===== src/inc/es_consts.svh =====
// Constants of the encoder fault supervisor: timing, register map, codes.
// Assumes a 200 MHz core clock; included by the package and the design.
`ifndef ES_CONSTS_SVH
`define ES_CONSTS_SVH

`define ES_CLK_MHZ 200
`define ES_WIN_US 1000
`define ES_OC_NS 10000
`define ES_OC_CYC ((`ES_OC_NS * `ES_CLK_MHZ + 999) / 1000)
`define ES_WARN_WIN 3
`define ES_ESC_WIN 100

`define ES_OFS_CTRL 8'h00
`define ES_OFS_DEVTOL 8'h04
`define ES_OFS_STILL 8'h08
`define ES_OFS_STATUS 8'h0C
`define ES_OFS_MSG 8'h10

`define ES_RST_OCEN 1'h1
`define ES_RST_DEVTOL 16'h0010
`define ES_RST_STILL 16'h0002

`define ES_MSG_NONE 16'h0000
`define ES_MSG_OPEN 16'h0001
`define ES_MSG_DEV 16'h0002
`define ES_MSG_E6000 16'h1770

`define ES_RESP_OKAY 2'h0
`define ES_RESP_SLVERR 2'h2

`endif


===== src/inc/es_pkg.sv =====
// Types of the encoder fault supervisor.
// Assumes es_consts.svh on the include path.
`include "es_consts.svh"
package es_pkg;

  typedef enum logic [2:0] {
    ES_F_OK = 3'h1,
    ES_F_WARN = 3'h2,
    ES_F_ERR = 3'h4
  } es_fstate_t;

  typedef struct packed {
    logic [5:0] enc1;
    logic [5:0] enc2;
    logic [1:0] prox1;
    logic [1:0] prox2;
    logic [1:0] prox_prev;
    logic rst1;
    logic rst2;
    logic rst_prev;
    logic [2:0][11:0] oc_cnt;
    logic [2:0] oc;
    logic [17:0] win_cnt;
    logic [15:0] cnt_a;
    logic [15:0] cnt_b;
    logic [1:0] dev_run;
    logic [15:0] esc_cnt;
    es_fstate_t fst;
    logic blocked;
    logic led;
    logic outs_on;
    logic range_force;
    logic [15:0] msg;
    logic oc_en;
    logic [15:0] dev_tol;
    logic [15:0] still_min;
    logic awready;
    logic wready;
    logic bvalid;
    logic [1:0] bresp;
    logic aw_have;
    logic [7:0] aw_addr;
    logic w_have;
    logic [31:0] w_data;
    logic [3:0] w_strb;
    logic arready;
    logic rvalid;
    logic [1:0] rresp;
    logic [31:0] rdata;
  } es_state_t;

endpackage


===== src/verilog/es_supervisor.sv =====
// Encoder fault supervisor: open-circuit and proximity-switch deviation checks.
// Assumes AXI4-Lite master on CORE_CLK; encoder and switch pins are asynchronous.
//
// Implementation choices: the AXI4-Lite register port and the address map.
`timescale 1ns/1ps
`include "es_consts.svh"

// Function
// - Open circuit lights fault LED, switches outputs off, shows open-circuit message.
// - Open-circuit message is refreshed every cycle while the fault lasts.
// - After open circuit clears, outputs stay off until start-up conditions hold.
// - Open circuit flagged when any complementary pair A, B or Z is implausible.
// - Lasting switch frequency mismatch lights fault LED and raises deviation warning.
// - Warning and LED clear by themselves once both switches give valid signals.
// - During the warning, range monitoring is suspended and treated as violated.
// - Mismatch persisting without valid signals raises error 6000, outputs off, LED on.
// - Error 6000 clears on valid signals or a falling edge at restart input.
// - After error 6000 clears, outputs stay off until start-up conditions hold.
module es_supervisor
  import es_pkg::*;
#(
  parameter int WIN_CYC = `ES_WIN_US * `ES_CLK_MHZ,
  parameter int ESC_WIN = `ES_ESC_WIN
)
(
  // Clock and reset
  input wire logic CORE_CLK,
  input wire logic RESET,
  // Encoder tracks, complementary pairs
  input wire logic ENC_A,
  input wire logic ENC_A_N,
  input wire logic ENC_B,
  input wire logic ENC_B_N,
  input wire logic ENC_Z,
  input wire logic ENC_Z_N,
  // Proximity switches and restart terminal
  input wire logic PROX_A,
  input wire logic PROX_B,
  input wire logic RESTART_INPUT_TERMINAL,
  // Start-up conditions from the start logic
  input wire logic START_COND_MET,
  // Supervision results
  output logic FAULT_LED,
  output logic OUTPUTS_ON,
  output logic RANGE_FORCE,
  output logic [15:0] MSG_CODE,
  // AXI4-Lite slave
  input wire logic [7:0] S_AXI_AWADDR,
  input wire logic S_AXI_AWVALID,
  output logic S_AXI_AWREADY,
  input wire logic [31:0] S_AXI_WDATA,
  input wire logic [3:0] S_AXI_WSTRB,
  input wire logic S_AXI_WVALID,
  output logic S_AXI_WREADY,
  output logic [1:0] S_AXI_BRESP,
  output logic S_AXI_BVALID,
  input wire logic S_AXI_BREADY,
  input wire logic [7:0] S_AXI_ARADDR,
  input wire logic S_AXI_ARVALID,
  output logic S_AXI_ARREADY,
  output logic [31:0] S_AXI_RDATA,
  output logic [1:0] S_AXI_RRESP,
  output logic S_AXI_RVALID,
  input wire logic S_AXI_RREADY
);

  es_state_t s_q;
  es_state_t s_d;

  logic [1:0] rise;
  logic rst_fall;
  logic win_end;
  logic [15:0] diff;
  logic dev;
  logic both_valid;
  logic fault_d;
  logic [4:0] widx;

  // Word index of a mapped register, or all ones when unmapped
  function automatic logic [4:0] es_dec(input logic [7:0] a);
    case (a)
      `ES_OFS_CTRL: es_dec = 5'h00;
      `ES_OFS_DEVTOL: es_dec = 5'h01;
      `ES_OFS_STILL: es_dec = 5'h02;
      `ES_OFS_STATUS: es_dec = 5'h03;
      `ES_OFS_MSG: es_dec = 5'h04;
      default: es_dec = 5'h1F;
    endcase
  endfunction
  function automatic logic [15:0] es_merge(input logic [15:0] old, input logic [31:0] d,
                                           input logic [3:0] st);
    es_merge = old;
    if (st[0])
      es_merge[7:0] = d[7:0];
    if (st[1])
      es_merge[15:8] = d[15:8];
  endfunction

  always_comb
  begin
    s_d = s_q;
    // Two-stage synchronisers for the encoder, switch and restart pins
    s_d.enc1 = {ENC_Z_N, ENC_Z, ENC_B_N, ENC_B, ENC_A_N, ENC_A};
    s_d.enc2 = s_q.enc1;
    s_d.prox1 = {PROX_B, PROX_A};
    s_d.prox2 = s_q.prox1;
    s_d.prox_prev = s_q.prox2;
    s_d.rst1 = RESTART_INPUT_TERMINAL;
    s_d.rst2 = s_q.rst1;
    s_d.rst_prev = s_q.rst2;
    rise = s_q.prox2 & ~s_q.prox_prev;
    rst_fall = s_q.rst_prev & ~s_q.rst2;

    // Pair with equal levels on both wires for the debounce time is open
    for (int i = 0; i < 3; i++)
    begin
      if (s_q.oc_en && (s_q.enc2[2*i] == s_q.enc2[2*i+1]))
      begin
        if (s_q.oc_cnt[i] != 12'(`ES_OC_CYC))
          s_d.oc_cnt[i] = s_q.oc_cnt[i] + 12'h001;
      end
      else
        s_d.oc_cnt[i] = 12'h000;
      s_d.oc[i] = (s_d.oc_cnt[i] == 12'(`ES_OC_CYC));
    end

    // Edge counts per window compare the two switch frequencies
    win_end = (s_q.win_cnt == 18'(WIN_CYC - 1));
    s_d.win_cnt = win_end ? 18'h0_0000 : s_q.win_cnt + 18'h0_0001;
    diff = (s_q.cnt_a > s_q.cnt_b) ? s_q.cnt_a - s_q.cnt_b : s_q.cnt_b - s_q.cnt_a;
    dev = (diff > s_q.dev_tol);
    both_valid = !dev && (s_q.cnt_a >= s_q.still_min) && (s_q.cnt_b >= s_q.still_min);
    if (win_end)
    begin
      s_d.cnt_a = {15'h0000, rise[0]};
      s_d.cnt_b = {15'h0000, rise[1]};
    end
    else
    begin
      if (rise[0] && s_q.cnt_a != 16'hFFFF)
        s_d.cnt_a = s_q.cnt_a + 16'h0001;
      if (rise[1] && s_q.cnt_b != 16'hFFFF)
        s_d.cnt_b = s_q.cnt_b + 16'h0001;
    end

    case (s_q.fst)
      ES_F_OK:
      begin
        if (win_end)
        begin
          if (!dev)
            s_d.dev_run = 2'h0;
          else if (s_q.dev_run == 2'(`ES_WARN_WIN - 1))
          begin
            s_d.fst = ES_F_WARN;
            s_d.esc_cnt = 16'h0000;
            s_d.dev_run = 2'h0;
          end
          else
            s_d.dev_run = s_q.dev_run + 2'h1;
        end
      end
      ES_F_WARN:
      begin
        if (win_end)
        begin
          if (both_valid)
            s_d.fst = ES_F_OK;
          else if (s_q.esc_cnt == 16'(ESC_WIN - 1))
            s_d.fst = ES_F_ERR;
          else
            s_d.esc_cnt = s_q.esc_cnt + 16'h0001;
        end
      end
      ES_F_ERR:
      begin
        if (rst_fall || (win_end && both_valid))
          s_d.fst = ES_F_OK;
      end
      default:
        s_d.fst = ES_F_OK;
    endcase

    // Outputs need start-up conditions again after any shutdown fault
    fault_d = (|s_d.oc) || (s_d.fst == ES_F_ERR);
    if (fault_d)
      s_d.blocked = 1'h1;
    else if (START_COND_MET)
      s_d.blocked = 1'h0;
    s_d.outs_on = !fault_d && !s_d.blocked && START_COND_MET;
    s_d.led = (|s_d.oc) || (s_d.fst != ES_F_OK);
    s_d.range_force = (s_d.fst == ES_F_WARN);
    // Message rebuilt every cycle so it tracks the live condition
    if (|s_d.oc)
      s_d.msg = `ES_MSG_OPEN;
    else if (s_d.fst == ES_F_ERR)
      s_d.msg = `ES_MSG_E6000;
    else if (s_d.fst == ES_F_WARN)
      s_d.msg = `ES_MSG_DEV;
    else
      s_d.msg = `ES_MSG_NONE;

    // Write channel: address and data taken in either order
    if (S_AXI_AWVALID && s_q.awready)
    begin
      s_d.aw_have = 1'h1;
      s_d.aw_addr = S_AXI_AWADDR;
    end
    if (S_AXI_WVALID && s_q.wready)
    begin
      s_d.w_have = 1'h1;
      s_d.w_data = S_AXI_WDATA;
      s_d.w_strb = S_AXI_WSTRB;
    end
    if (s_q.bvalid && S_AXI_BREADY)
      s_d.bvalid = 1'h0;
    widx = es_dec(s_q.aw_addr);
    if (s_q.aw_have && s_q.w_have && !s_q.bvalid)
    begin
      s_d.aw_have = 1'h0;
      s_d.w_have = 1'h0;
      s_d.bvalid = 1'h1;
      s_d.bresp = `ES_RESP_OKAY;
      case (widx)
        5'h00:
        begin
          if (s_q.w_strb[0])
            s_d.oc_en = s_q.w_data[0];
        end
        5'h01: s_d.dev_tol = es_merge(s_q.dev_tol, s_q.w_data, s_q.w_strb);
        5'h02: s_d.still_min = es_merge(s_q.still_min, s_q.w_data, s_q.w_strb);
        5'h03, 5'h04: s_d.bresp = `ES_RESP_OKAY;
        default: s_d.bresp = `ES_RESP_SLVERR;
      endcase
    end
    s_d.awready = !s_d.aw_have && !s_d.bvalid;
    s_d.wready = !s_d.w_have && !s_d.bvalid;

    // Read channel
    if (s_q.rvalid && S_AXI_RREADY)
      s_d.rvalid = 1'h0;
    if (S_AXI_ARVALID && s_q.arready)
    begin
      s_d.rvalid = 1'h1;
      s_d.rresp = `ES_RESP_OKAY;
      case (es_dec(S_AXI_ARADDR))
        5'h00: s_d.rdata = {31'h0000_0000, s_q.oc_en};
        5'h01: s_d.rdata = {16'h0000, s_q.dev_tol};
        5'h02: s_d.rdata = {16'h0000, s_q.still_min};
        5'h03: s_d.rdata = {24'h00_0000, s_q.outs_on, s_q.blocked, s_q.fst, s_q.oc};
        5'h04: s_d.rdata = {16'h0000, s_q.msg};
        default:
        begin
          s_d.rdata = 32'h0000_0000;
          s_d.rresp = `ES_RESP_SLVERR;
        end
      endcase
    end
    s_d.arready = !s_d.rvalid;
  end

  always_ff @(posedge CORE_CLK)
  begin
    if (RESET)
    begin
      s_q <= '0;
      s_q.fst <= ES_F_OK;
      s_q.blocked <= 1'h1;
      s_q.oc_en <= `ES_RST_OCEN;
      s_q.dev_tol <= `ES_RST_DEVTOL;
      s_q.still_min <= `ES_RST_STILL;
    end
    else
      s_q <= s_d;
  end

  assign FAULT_LED = s_q.led;
  assign OUTPUTS_ON = s_q.outs_on;
  assign RANGE_FORCE = s_q.range_force;
  assign MSG_CODE = s_q.msg;
  assign S_AXI_AWREADY = s_q.awready;
  assign S_AXI_WREADY = s_q.wready;
  assign S_AXI_BVALID = s_q.bvalid;
  assign S_AXI_BRESP = s_q.bresp;
  assign S_AXI_ARREADY = s_q.arready;
  assign S_AXI_RVALID = s_q.rvalid;
  assign S_AXI_RRESP = s_q.rresp;
  assign S_AXI_RDATA = s_q.rdata;

  property p_oc_off;
    @(posedge CORE_CLK) disable iff (RESET) (|s_q.oc) |-> (FAULT_LED && !OUTPUTS_ON);
  endproperty
  a_oc_off: assert property (p_oc_off) else $error("open circuit left outputs on");
  property p_oc_msg;
    @(posedge CORE_CLK) disable iff (RESET) (|s_q.oc) |-> (MSG_CODE == `ES_MSG_OPEN);
  endproperty
  a_oc_msg: assert property (p_oc_msg) else $error("open circuit message missing");
  property p_oc_hold;
    @(posedge CORE_CLK) disable iff (RESET) ($fell(|s_q.oc) && !$past(START_COND_MET))
      |-> !OUTPUTS_ON;
  endproperty
  a_oc_hold: assert property (p_oc_hold) else $error("outputs back without start");
  property p_oc_cnt;
    @(posedge CORE_CLK) disable iff (RESET)
      (s_q.oc != 3'h0) |-> $past(s_q.oc_en) && s_q.oc_en;
  endproperty
  a_oc_cnt: assert property (p_oc_cnt) else $error("open circuit without check");
  property p_warn;
    @(posedge CORE_CLK) disable iff (RESET)
      (s_q.fst == ES_F_WARN && s_q.oc == 3'h0) |-> (FAULT_LED && MSG_CODE == `ES_MSG_DEV);
  endproperty
  a_warn: assert property (p_warn) else $error("deviation warning not shown");
  property p_warn_clr;
    @(posedge CORE_CLK) disable iff (RESET)
      (s_q.fst == ES_F_WARN && win_end && both_valid) |=> (s_q.fst == ES_F_OK && !RANGE_FORCE);
  endproperty
  a_warn_clr: assert property (p_warn_clr) else $error("warning did not clear");
  property p_range;
    @(posedge CORE_CLK) disable iff (RESET) (s_q.fst == ES_F_WARN) |-> RANGE_FORCE;
  endproperty
  a_range: assert property (p_range) else $error("range not forced during warning");
  property p_err;
    @(posedge CORE_CLK) disable iff (RESET) (s_q.fst == ES_F_ERR)
      |-> (!OUTPUTS_ON && FAULT_LED && (MSG_CODE == `ES_MSG_E6000 || s_q.oc != 3'h0));
  endproperty
  a_err: assert property (p_err) else $error("error 6000 not enforced");
  property p_restart;
    @(posedge CORE_CLK) disable iff (RESET) (s_q.fst == ES_F_ERR && rst_fall)
      |=> (s_q.fst == ES_F_OK);
  endproperty
  a_restart: assert property (p_restart) else $error("restart edge ignored");
  property p_err_hold;
    @(posedge CORE_CLK) disable iff (RESET)
      ($past(s_q.fst) == ES_F_ERR && s_q.fst == ES_F_OK && !$past(START_COND_MET))
      |-> !OUTPUTS_ON;
  endproperty
  a_err_hold: assert property (p_err_hold) else $error("outputs on after 6000");

endmodule


===== config.mk =====
export PLATFORM = sky130hd
export DESIGN_NAME = es_supervisor
export DESIGN_NICKNAME = d
export VERILOG_FILES = /design/src/inc/es_pkg.sv /design/src/verilog/es_supervisor.sv
export VERILOG_INCLUDE_DIRS = /design/src /design/src/inc
export SDC_FILE = /design/constraint.sdc
export NUM_CORES = 1
export LEC_CHECK = 0
export BUFFER_PORTS_ARGS = -buffer_cell sky130_fd_sc_hd__buf_2
export CORE_ASPECT_RATIO = 0.6
export CORE_MARGIN = 8
export CORE_UTILIZATION = 54
export CTS_CLUSTER_DIAMETER = 150
export DETAILED_ROUTE_END_ITERATION = 8
export GPL_TIMING_DRIVEN = 0
export PLACE_DENSITY_LB_ADDON = 0.05
export SLEW_MARGIN = 10
export SYNTH_ARGS = -nofsm -noshare
export SYNTH_HDL_FRONTEND = slang
export SYNTH_SLANG_ARGS = --single-unit

===== constraint.sdc =====
create_clock -name CORE_CLK -period 5 [get_ports CORE_CLK]
set_input_delay 0.75 -clock CORE_CLK [delete_from_list [all_inputs] [get_ports CORE_CLK]]
set_output_delay 0.75 -clock CORE_CLK [all_outputs]
set_load 0.1 [all_outputs]

### Word level (Yosys, flattened, before mapping)

Index checks and enable logic that the tools add are counted.

| cells by class | value |
|---|---|
| mux-type cells | 41 |
| $add $sub $neg | 10 |
| bitwise operators | 4 |
| magnitude comparators | 4 |
| reductions and logical operators | 50 |
| equality and inequality tests | 42 |
| shift operators | 0 |
| divide/modulo/power cells | 0 |
| $mul | 0 |

Operators by type and width:

| operator | count |
|---|---|
| 16-bit one-hot mux with 5 select lines | 1 |
| 19-bit 2-to-1 mux | 4 |
| 12-bit 2-to-1 mux | 6 |
| 16-bit 2-to-1 mux | 4 |
| 5-bit one-hot mux with 5 select lines | 2 |
| 16-bit by 1-bit adder with 16-bit output, second input constant | 3 |
| 37-bit 2-to-1 mux | 1 |
| 12-bit by 1-bit adder with 12-bit output, second input constant | 3 |
| 12-bit by 11-bit equality test with 1-bit output, second input constant | 3 |
| 12-bit by 11-bit != test with 1-bit output, second input constant | 3 |
| 35-bit 2-to-1 mux | 1 |
| 8-bit by 4-bit equality test with 1-bit output, second input constant | 4 |
| 16-bit greater-or-equal comparator | 2 |
| 16-bit greater-than comparator | 2 |
| 16-bit != test, second input constant | 2 |
| 16-bit one-hot mux with 2 select lines | 1 |
| 16-bit subtractor | 2 |
| 5-bit by 2-bit equality test with 1-bit output, second input constant | 4 |
| 1-bit logical AND | 19 |
| 18-bit by 1-bit adder with 18-bit output, second input constant | 1 |
| 18-bit equality test, second input constant | 1 |
| 17-bit 2-to-1 mux | 1 |
| 16-bit by 7-bit equality test with 1-bit output, second input constant | 1 |
| 8-bit by 3-bit equality test with 1-bit output, second input constant | 2 |
| 35 further kinds | 78 |

| storage, ports and cells | value |
|---|---|
| logic and storage cells | 196 |
| memories | 0 |
| bits in latches | 0 |
| memory bits (writable) | 0 |
| register bits | 271 |
| output and inout bits | 60 |
| input bits | 69 |
| memory bits (read-only) | 0 |

### Depth between registers and ports, before layout

Gate-level depths: netlist of run 1.

| logic depth | value |
|---|---|
| word-level depth | 16 |
| mapped depth | 24 |
| depth with buffers taken out | 21 |

### Least setup slack after synthesis of run 1

Ideal clock, no wire load.

| timing | value |
|---|---|
| path type | register to register |
| start point | register s_q[171] in the netlist's numbering |
| end point | register s_q[144] in the netlist's numbering |
| library setup time | 0.127 ns |
| required time | 4.873 ns |
| cell stages (with the launch flop) | 24 |
| period minus slack after synthesis | 5.164 ns |
| slack | -0.164 ns |
| path buffers | 4 |
| data arrival time | 5.037 ns |
| cells stage by stage | dfxtp_1 inv_1 ha_1 clkbuf_1 and4_1 nand2_1 nor4_1 a21oi_1 clkbuf_1 a211oi_1 a21oi_1 a21oi_1 xnor2_1 ha_1 nand4_1 nor2_1 a221o_1 o31ai_1 and2b_1 o21ai_1 buf_2 buf_4 mux2i_1 nor2_1 |

| on the way | value |
|---|---|
| word-level cells in the longest chain between the ends | 8 |
| elaborated cells between the ends (all ways) | 12 |
| those cells by class | add/sub (2); order compare (3); eq/ne (2); mux (1); reduce/logical (4) |

Ends and longest elaborated chain:

| item | line | text |
|---|---|---|
| start: declaration | es_supervisor.sv:67 | `es_state_t s_q;` |
| 16-bit subtractor or 16-bit greater-than comparator (tied branches) | es_supervisor.sv:130 | `diff = (s_q.cnt_a > s_q.cnt_b) ? s_q.cnt_a - s_q.cnt_b : s_q.cnt_b - s_q.cnt_a;` |
| 16-bit 2-to-1 mux | es_supervisor.sv:130 |  |
| 16-bit greater-than comparator | es_supervisor.sv:131 | `dev = (diff > s_q.dev_tol);` |
| 1-bit zero test | - |  |
| 1-bit logical AND (2 in series) | es_supervisor.sv:132 | `both_valid = !dev && (s_q.cnt_a >= s_q.still_min) && (s_q.cnt_b >= s_q.still_min);` |
| 2-bit != test (no source line) | - |  |
| 7-bit AND reduction (no source line) (*) | - |  |

Mark *: on every way between the ends. The rest lies on a longest branch, timed or not.
A chain may end at the register's enable or synchronous reset.

### Worst setup path after layout of run 1

| timing | value |
|---|---|
| start point | register s_q[177] in the netlist's numbering |
| end point | register s_q[155] in the netlist's numbering |

Same word-level chain as after synthesis.

==> metrics.txt, run 1 <==
first-pass GRT wire length 55.7 mm; Diodes inserted 0; Mapped Area 12400 µm²; final RePlAce weighted congestion 0.961; timing-limited maximum frequency 0.186 GHz; Pre-antenna DRT Iters 5; number of buffers on the longest clock path 3; sequential share of the synthesized area 0.359; final HPWL from detailed placement 27.1 mm; per-instance average area after synthesis 8.16 µm²; main combinational cell family by area after synthesis simple AND/OR/NAND/NOR gates; TritonCTS sink count 222; most frequently used flop master after synthesis sky130_fd_sc_hd__dfxtp_1; Detail Route Antenna Nets 0; count of buffers inserted at the top-level ports 84; worst setup slack after placement -1.42 ns; antenna violations before repair 1; Die H 133 µm; worst-case headroom to the max-slew limit 0.272; CP max-delay cell sky130_fd_sc_hd__or4_4; fraction of the mapped netlist area in adder cells 0.0931; Worst path depth 22; Data arrival, critical path 5.82 ns; post-synthesis async set-or-reset flop share 0; clock tree from TritonCTS built; worst hold-check path type flop to flop; pin count of the biggest net entering global routing 15; # setup viols final 20; Tcrit/Tclk final 1.07; worst IR drop on VDD 0.228 mV; Hold Violations, Final 0; number of flops mapped to enable cells by yosys 0; wire length per cell after detailed routing 17.8 µm; Crit path buffers/inverters 3; NumNets Final 1825; Total Wirelength 35.6 mm; result of the run complete, but fails checks; Post-DP Area 13300 µm²; post-synthesis share of cell area spent on and, or, nand and nor gates 0.243; CTS H-tree depth 1; delay-heaviest family, CP compound AO/OA/AOI/OAI gates; row count 43; worst endpoint required time 5.45 ns; power consumption 0.00427 W; detailed-route vias per instance 5.56; max-cap check violation count 0; CP Class flop to flop; global router's overall resource usage 0.243; Worst Setup End Kind flop; xor and xnor area share after synthesis 0.0643; die span in x 212 µm; layout-stage area growth over the synthesis result 18.8%; die footprint 28200 µm²; cell type with the highest occurrence count on the critical path sky130_fd_sc_hd__a21oi_2; Leakage 5.82 nW; fraction of synthesized area in multiplexers 0.0390; max-slew violation total from the final report 0; CP startpoint kind flop; Cell variety after synth 72; setup repair after global routing missed its margin yes; initial cell density of the core 0.543; Overflow after GRT 0; min setup slack post-route -0.375 ns; Slew @ Worst Pin 1.09 ns; Core Region 22800 µm²; number of DRC violations after detailed-routing iteration 0 1029; CP peak stage delay 0.48 ns; remaining design rule violation count 0; buffer type at the clock tree root sky130_fd_sc_hd__clkbuf_16; clock transition at the register clock pins on the worst setup and hold paths after CTS 0.06 ns; minimum clock period 5.37 ns; yosys warns 0; CP max FO 4; CTS Buf Count 23; vias in the first global route 10200; gate count of the mapped netlist 1519; count of fill cells added during filler insertion 2045; cell-by-cell listing of the critical path inv_4 -> ha_4 -> inv_2 -> fa_2 -> a211oi_4 -> o211ai_1 -> nand2_1 -> or3b_4 -> and4_1 -> o31a_1 -> a21oi_2 -> xnor2_1 -> ha_1 -> nand4_1 -> nor4_2 -> a21boi_2 -> o31ai_4 -> a311oi_2 -> o21ai_4 -> buf_6 -> or4_4 -> a21oi_2; depth of the most critical reg-to-reg path 22; fin area 14700 µm²; synthesized flop and latch total 222; power per cell area 290 nW/µm²; number of instances on the worst hold path 1; fraction of layout instances using a drive strength above 1 0.173; Worst Clk Skew 0.0178 ns; later-pin clock latency in the skew report 0.53 ns; Synth Area in Compound Gates 0.125; number of vias after detailed routing 11100; number of top-level design ports 129; failing checks setup timing; Fin Hold WS 0.443 ns; total negative setup slack -4.55 ns
[metrics by stage]
step                utilization  cells
detailed placement        0.584   1942
finish                    0.645   1996
global placement          0.584   1942
floorplan                     -   1543
CTS                       0.636   1992
global route              0.645   1996
[layer usage]
layer | vias up | GRT usage | share of wire
met5 | - | 0 | 0.00037
met4 | 2 | 0.0465 | 0.016
met3 | 46 | 0.0591 | 0.097
met2 | 407 | 0.331 | 0.39
met1 | 5189 | 0.376 | 0.50
li1 | 5459 | - | -
[synthesized netlist by cell type (11+ instances only)]
cell type | instances | area (µm²)
sky130_fd_sc_hd__dfxtp_1 | 222 | 4440
sky130_fd_sc_hd__nor2_1 | 192 | 721
sky130_fd_sc_hd__nand2_1 | 147 | 552
sky130_fd_sc_hd__a21oi_1 | 101 | 505
sky130_fd_sc_hd__inv_1 | 90 | 338
sky130_fd_sc_hd__ha_1 | 89 | 1110
sky130_fd_sc_hd__xnor2_1 | 59 | 517
sky130_fd_sc_hd__buf_4 | 53 | 398
sky130_fd_sc_hd__o21ai_0 | 51 | 255
sky130_fd_sc_hd__clkbuf_1 | 50 | 188
sky130_fd_sc_hd__nand3_1 | 50 | 250
sky130_fd_sc_hd__mux2i_1 | 46 | 460
sky130_fd_sc_hd__nor2b_1 | 38 | 238
sky130_fd_sc_hd__nor3_1 | 37 | 185
sky130_fd_sc_hd__nand4_1 | 33 | 206
sky130_fd_sc_hd__xor2_1 | 32 | 280
sky130_fd_sc_hd__a22oi_1 | 24 | 180
sky130_fd_sc_hd__and3_1 | 17 | 106
sky130_fd_sc_hd__nor4_1 | 17 | 106
sky130_fd_sc_hd__nand2b_1 | 15 | 93.8
sky130_fd_sc_hd__or3_1 | 14 | 87.6
sky130_fd_sc_hd__and2_1 | 13 | 81.3
sky130_fd_sc_hd__and4_1 | 11 | 96.3
[report_power, final]
| group | total, W | switching (W) | internal, W | leakage [nW] |
|---|---|---|---|---|
| combinational | 0.000481 | 0.000325 | 0.000156 | 3.60 |
| clock | 0.00197 | 0.000737 | 0.00123 | 0.422 |
| sequential | 0.00183 | 0.0000263 | 0.00180 | 1.81 |
[cells by family after synthesis]
family                   Yosys count
AO/OA/AOI/OAI                    250
XOR/XNOR                          91
adder cells (fa/ha/maj)           91
buffers and inverters            199
flip-flops                       222
multiplexers                      48
other                              1
AND/OR/NAND/NOR                  617
[state kept, by name (all words and copies together) (netlist names), 3 cells and up]
name         cells
MSG_CODE         3
s_d             12
S_AXI_RDATA     16
s_q            181
[area by class of cell]
cell class / instances / area (µm²) / area share
plain buffers: 101 / 618 / 0.0420
clock buffers: 32 / 659 / 0.0448
clock inverters: 9 / 203 / 0.0138
inverters: 90 / 340 / 0.0231
multi-input cells: 1122 / 7440 / 0.505
flip-flops and latches: 222 / 4470 / 0.303
well taps: 315 / 394 / 0.0268
repair buffers: 105 / 604 / 0.0410
[repair_timing]
| item | CTS | global route |
|---|---|---|
| cloned | 1 | 0 |
| hold buffers | 0 | 0 |
| setup buffers | 17 | 7 |
| endpoints found under the setup margin | 27 | 27 |
| pin swaps | 36 | 30 |
| gates resized for setup | 74 | 51 |
| hold endpoints to repair | 0 | 0 |
[worst paths after layout]
path | end | slack [ns] | from
worst min register to register | s_q[193] | 0.44 | s_q[193]
worst min-delay path | s_q[193] | 0.44 | s_q[193]
worst max register to register | s_q[155] | -0.37 | s_q[177]
worst max-delay path | s_q[155] | -0.37 | s_q[177]
[placed cells by master, fill, tap and decap left out, types with 24 or more instances in the layout]
cell type / instances
sky130_fd_sc_hd__nand4_1: 33
sky130_fd_sc_hd__a21oi_1: 91
sky130_fd_sc_hd__ha_1: 78
sky130_fd_sc_hd__nor2_1: 192
sky130_fd_sc_hd__nor2b_1: 38
sky130_fd_sc_hd__xor2_1: 31
sky130_fd_sc_hd__dfxtp_1: 211
sky130_fd_sc_hd__mux2i_1: 43
sky130_fd_sc_hd__nand3_1: 48
sky130_fd_sc_hd__clkbuf_1: 43
sky130_fd_sc_hd__conb_1: 25
sky130_fd_sc_hd__buf_4: 68
sky130_fd_sc_hd__a22oi_1: 24
sky130_fd_sc_hd__xnor2_1: 59
sky130_fd_sc_hd__nand2_1: 143
sky130_fd_sc_hd__buf_2: 84
sky130_fd_sc_hd__inv_1: 85
sky130_fd_sc_hd__nor3_1: 37
sky130_fd_sc_hd__o21ai_0: 39
(Power assumes the default switching activity.)
==> run 2, diff against run 1 <==
CELL_PAD_IN_SITES_DETAIL_PLACEMENT = 2   (was not set)
CELL_PAD_IN_SITES_GLOBAL_PLACEMENT = 2   (was not set)
CORE_UTILIZATION = 32   (was 54)
==> metrics.txt, run 2 (synthesis gave the netlist of run 1 again) <==
highest routing layer actually used met5; fraction of layout instances using a drive strength above 1 0.187; pin count of the biggest net entering global routing 14; most used cells in the layout excluding fill and tap cells sky130_fd_sc_hd__dfxtp_1, sky130_fd_sc_hd__nor2_1, sky130_fd_sc_hd__nand2_1; die footprint 45500 µm²; CP Class flop to flop; clock transition at the register clock pins on the worst setup and hold paths after CTS 0.06 ns; layout-stage area growth over the synthesis result 22.7%; worst endpoint required time 5.48 ns; later-pin clock latency in the skew report 0.55 ns; NumNets Final 1843; wire length per cell after detailed routing 20.8 µm; power per cell area 283 nW/µm²; final HPWL from detailed placement 36.0 mm; row count 55; routed length on met1 24.9 mm; Pre-antenna DRT Iters 5; Slew @ Worst Pin 1.11 ns; max-cap check violation count 0; CP peak stage delay 0.43 ns; switching power 0.00118 W; Worst Setup End Kind flop; total negative setup slack -8.95 ns; Crit path buffers/inverters 6; CTS H-tree depth 1; number of top-level design ports 129; Total Wirelength 46.0 mm; min setup slack post-route -0.517 ns; CP max-delay cell sky130_fd_sc_hd__a221o_1; vias in the first global route 12000; TritonCTS sink count 222; r2r setup slk -0.52 ns; detailed-route vias per instance 5.11; # setup viols final 24; proportion of power drawn by combinational gates 0.123; Leakage 5.93 nW; count of buffers inserted at the top-level ports 84; number of vias after detailed routing 11300; worst hold-check path type primary input to flop; Detail Route Antenna Nets 0; clock tree from TritonCTS built; result of the run complete, but fails checks; final RePlAce weighted congestion 0.862; antenna violations before repair 1; delay-heaviest family, CP compound AO/OA/AOI/OAI gates; Core Util, Final 0.401; buffer type at the clock tree root sky130_fd_sc_hd__clkbuf_16; count of fill cells added during filler insertion 4284; internal cell power 0.00311 W; routed length on met2 19.0 mm; max-slew violation total from the final report 0; first-pass GRT wire length 71.2 mm; initial cell density of the core 0.327; global router's overall resource usage 0.195; Detail Route met3 WL 1.50 mm; switching fraction of total power 0.275; number of DRC violations after detailed-routing iteration 0 431; Core Region 37900 µm²; Tcrit/Tclk final 1.10; Worst Clk Skew 0.0111 ns; setup repair after global routing missed its margin yes; share of total power in sequential cells 0.425; flip-flop count of the largest register after layout 181; number of buffers on the longest clock path 3; CP max FO 6; Most flops, register s_q; failing checks setup timing; Hold Violations, Final 0; Overflow after GRT 0; CTS Buf Count 25; power consumption 0.00429 W; worst IR drop on VDD 0.193 mV; timing-limited maximum frequency 0.181 GHz; Die H 168 µm; die span in x 270 µm; share of power burned in the clock network 0.452; worst-case headroom to the max-slew limit 0.258; number of hold buffers added after cts 0; minimum clock period 5.52 ns; remaining design rule violation count 0; most common library cell in the layout ignoring fill and taps sky130_fd_sc_hd__dfxtp_1; CP startpoint kind flop; Data arrival, critical path 6.00 ns
==> run 2: worst register-to-register path: cells and delay by family (launching register included) <==
family	cells	cell delay, ns
simple gates	5	1.01
fa+ha+maj	3	0.80
flops	1	0.36
compound gates	10	2.50
xor+xnor	1	0.14
buf+inv	6	0.64
==> run 2: stage by stage <==
stage | hold slack [ns] | cell area (µm²) | std cells | setup slack [ns]
after global routing | 0.412 | 15200 | 2215 | -0.665
after global placement | 0.425 | 13600 | 2140 | -1.87
after floorplan | 0.413 | 12500 | 1543 | 0.0123
final | 0.414 | 15200 | 2216 | -0.517
after CTS | 0.380 | 14900 | 2199 | -0.379
after detailed placement | 0.431 | 13600 | 2140 | -1.92
==> run 2: layer usage <==
layer  track usage  up-vias
li1              -     5496
met1         0.298     5619
met2         0.290      146
met3        0.0266       50
met4        0.0299        2
met5             0        -
==> run 2: timing repair <==
action / in CTS / in global routing
pin swaps: 42 / 41
buffers inserted: 21 / 15
endpoints found under the setup margin: 27 / 27
gates resized for setup: 95 / 50
cloned: 0 / 1
==> run 2: power by group through the flow <==
stage	clock network (W)	registers [W]	logic, W
finish	0.00194	0.00183	0.000529
global route	0.00206	0.00183	0.000569
CTS	0.00200	0.00183	0.000505
detailed placement	0	0.00187	0.000455
global placement	0	0.00187	0.000448
floorplan	0	0.00188	0.000306
==> run 2: cell type report <==
cell class	count	area (µm²)	area share
clock buffers	37	741	0.0487
clock inverters	9	118	0.00774
plain buffers	101	621	0.0408
inverters	90	344	0.0226
repair buffers	121	752	0.0495
diodes	1	2.50	0.000165
flip-flops and latches	222	4490	0.295
well taps	513	642	0.0422
multi-input cells	1122	7490	0.493
==> run 2: worst paths after layout <==
kind            start  endpoint  cells past startpoint
min             ENC_Z  s_d[263]                      2
min reg2reg  s_d[264]  s_q[264]                      1
max reg2reg  s_q[177]  s_q[151]                     25
max          s_q[177]  s_q[151]                     25
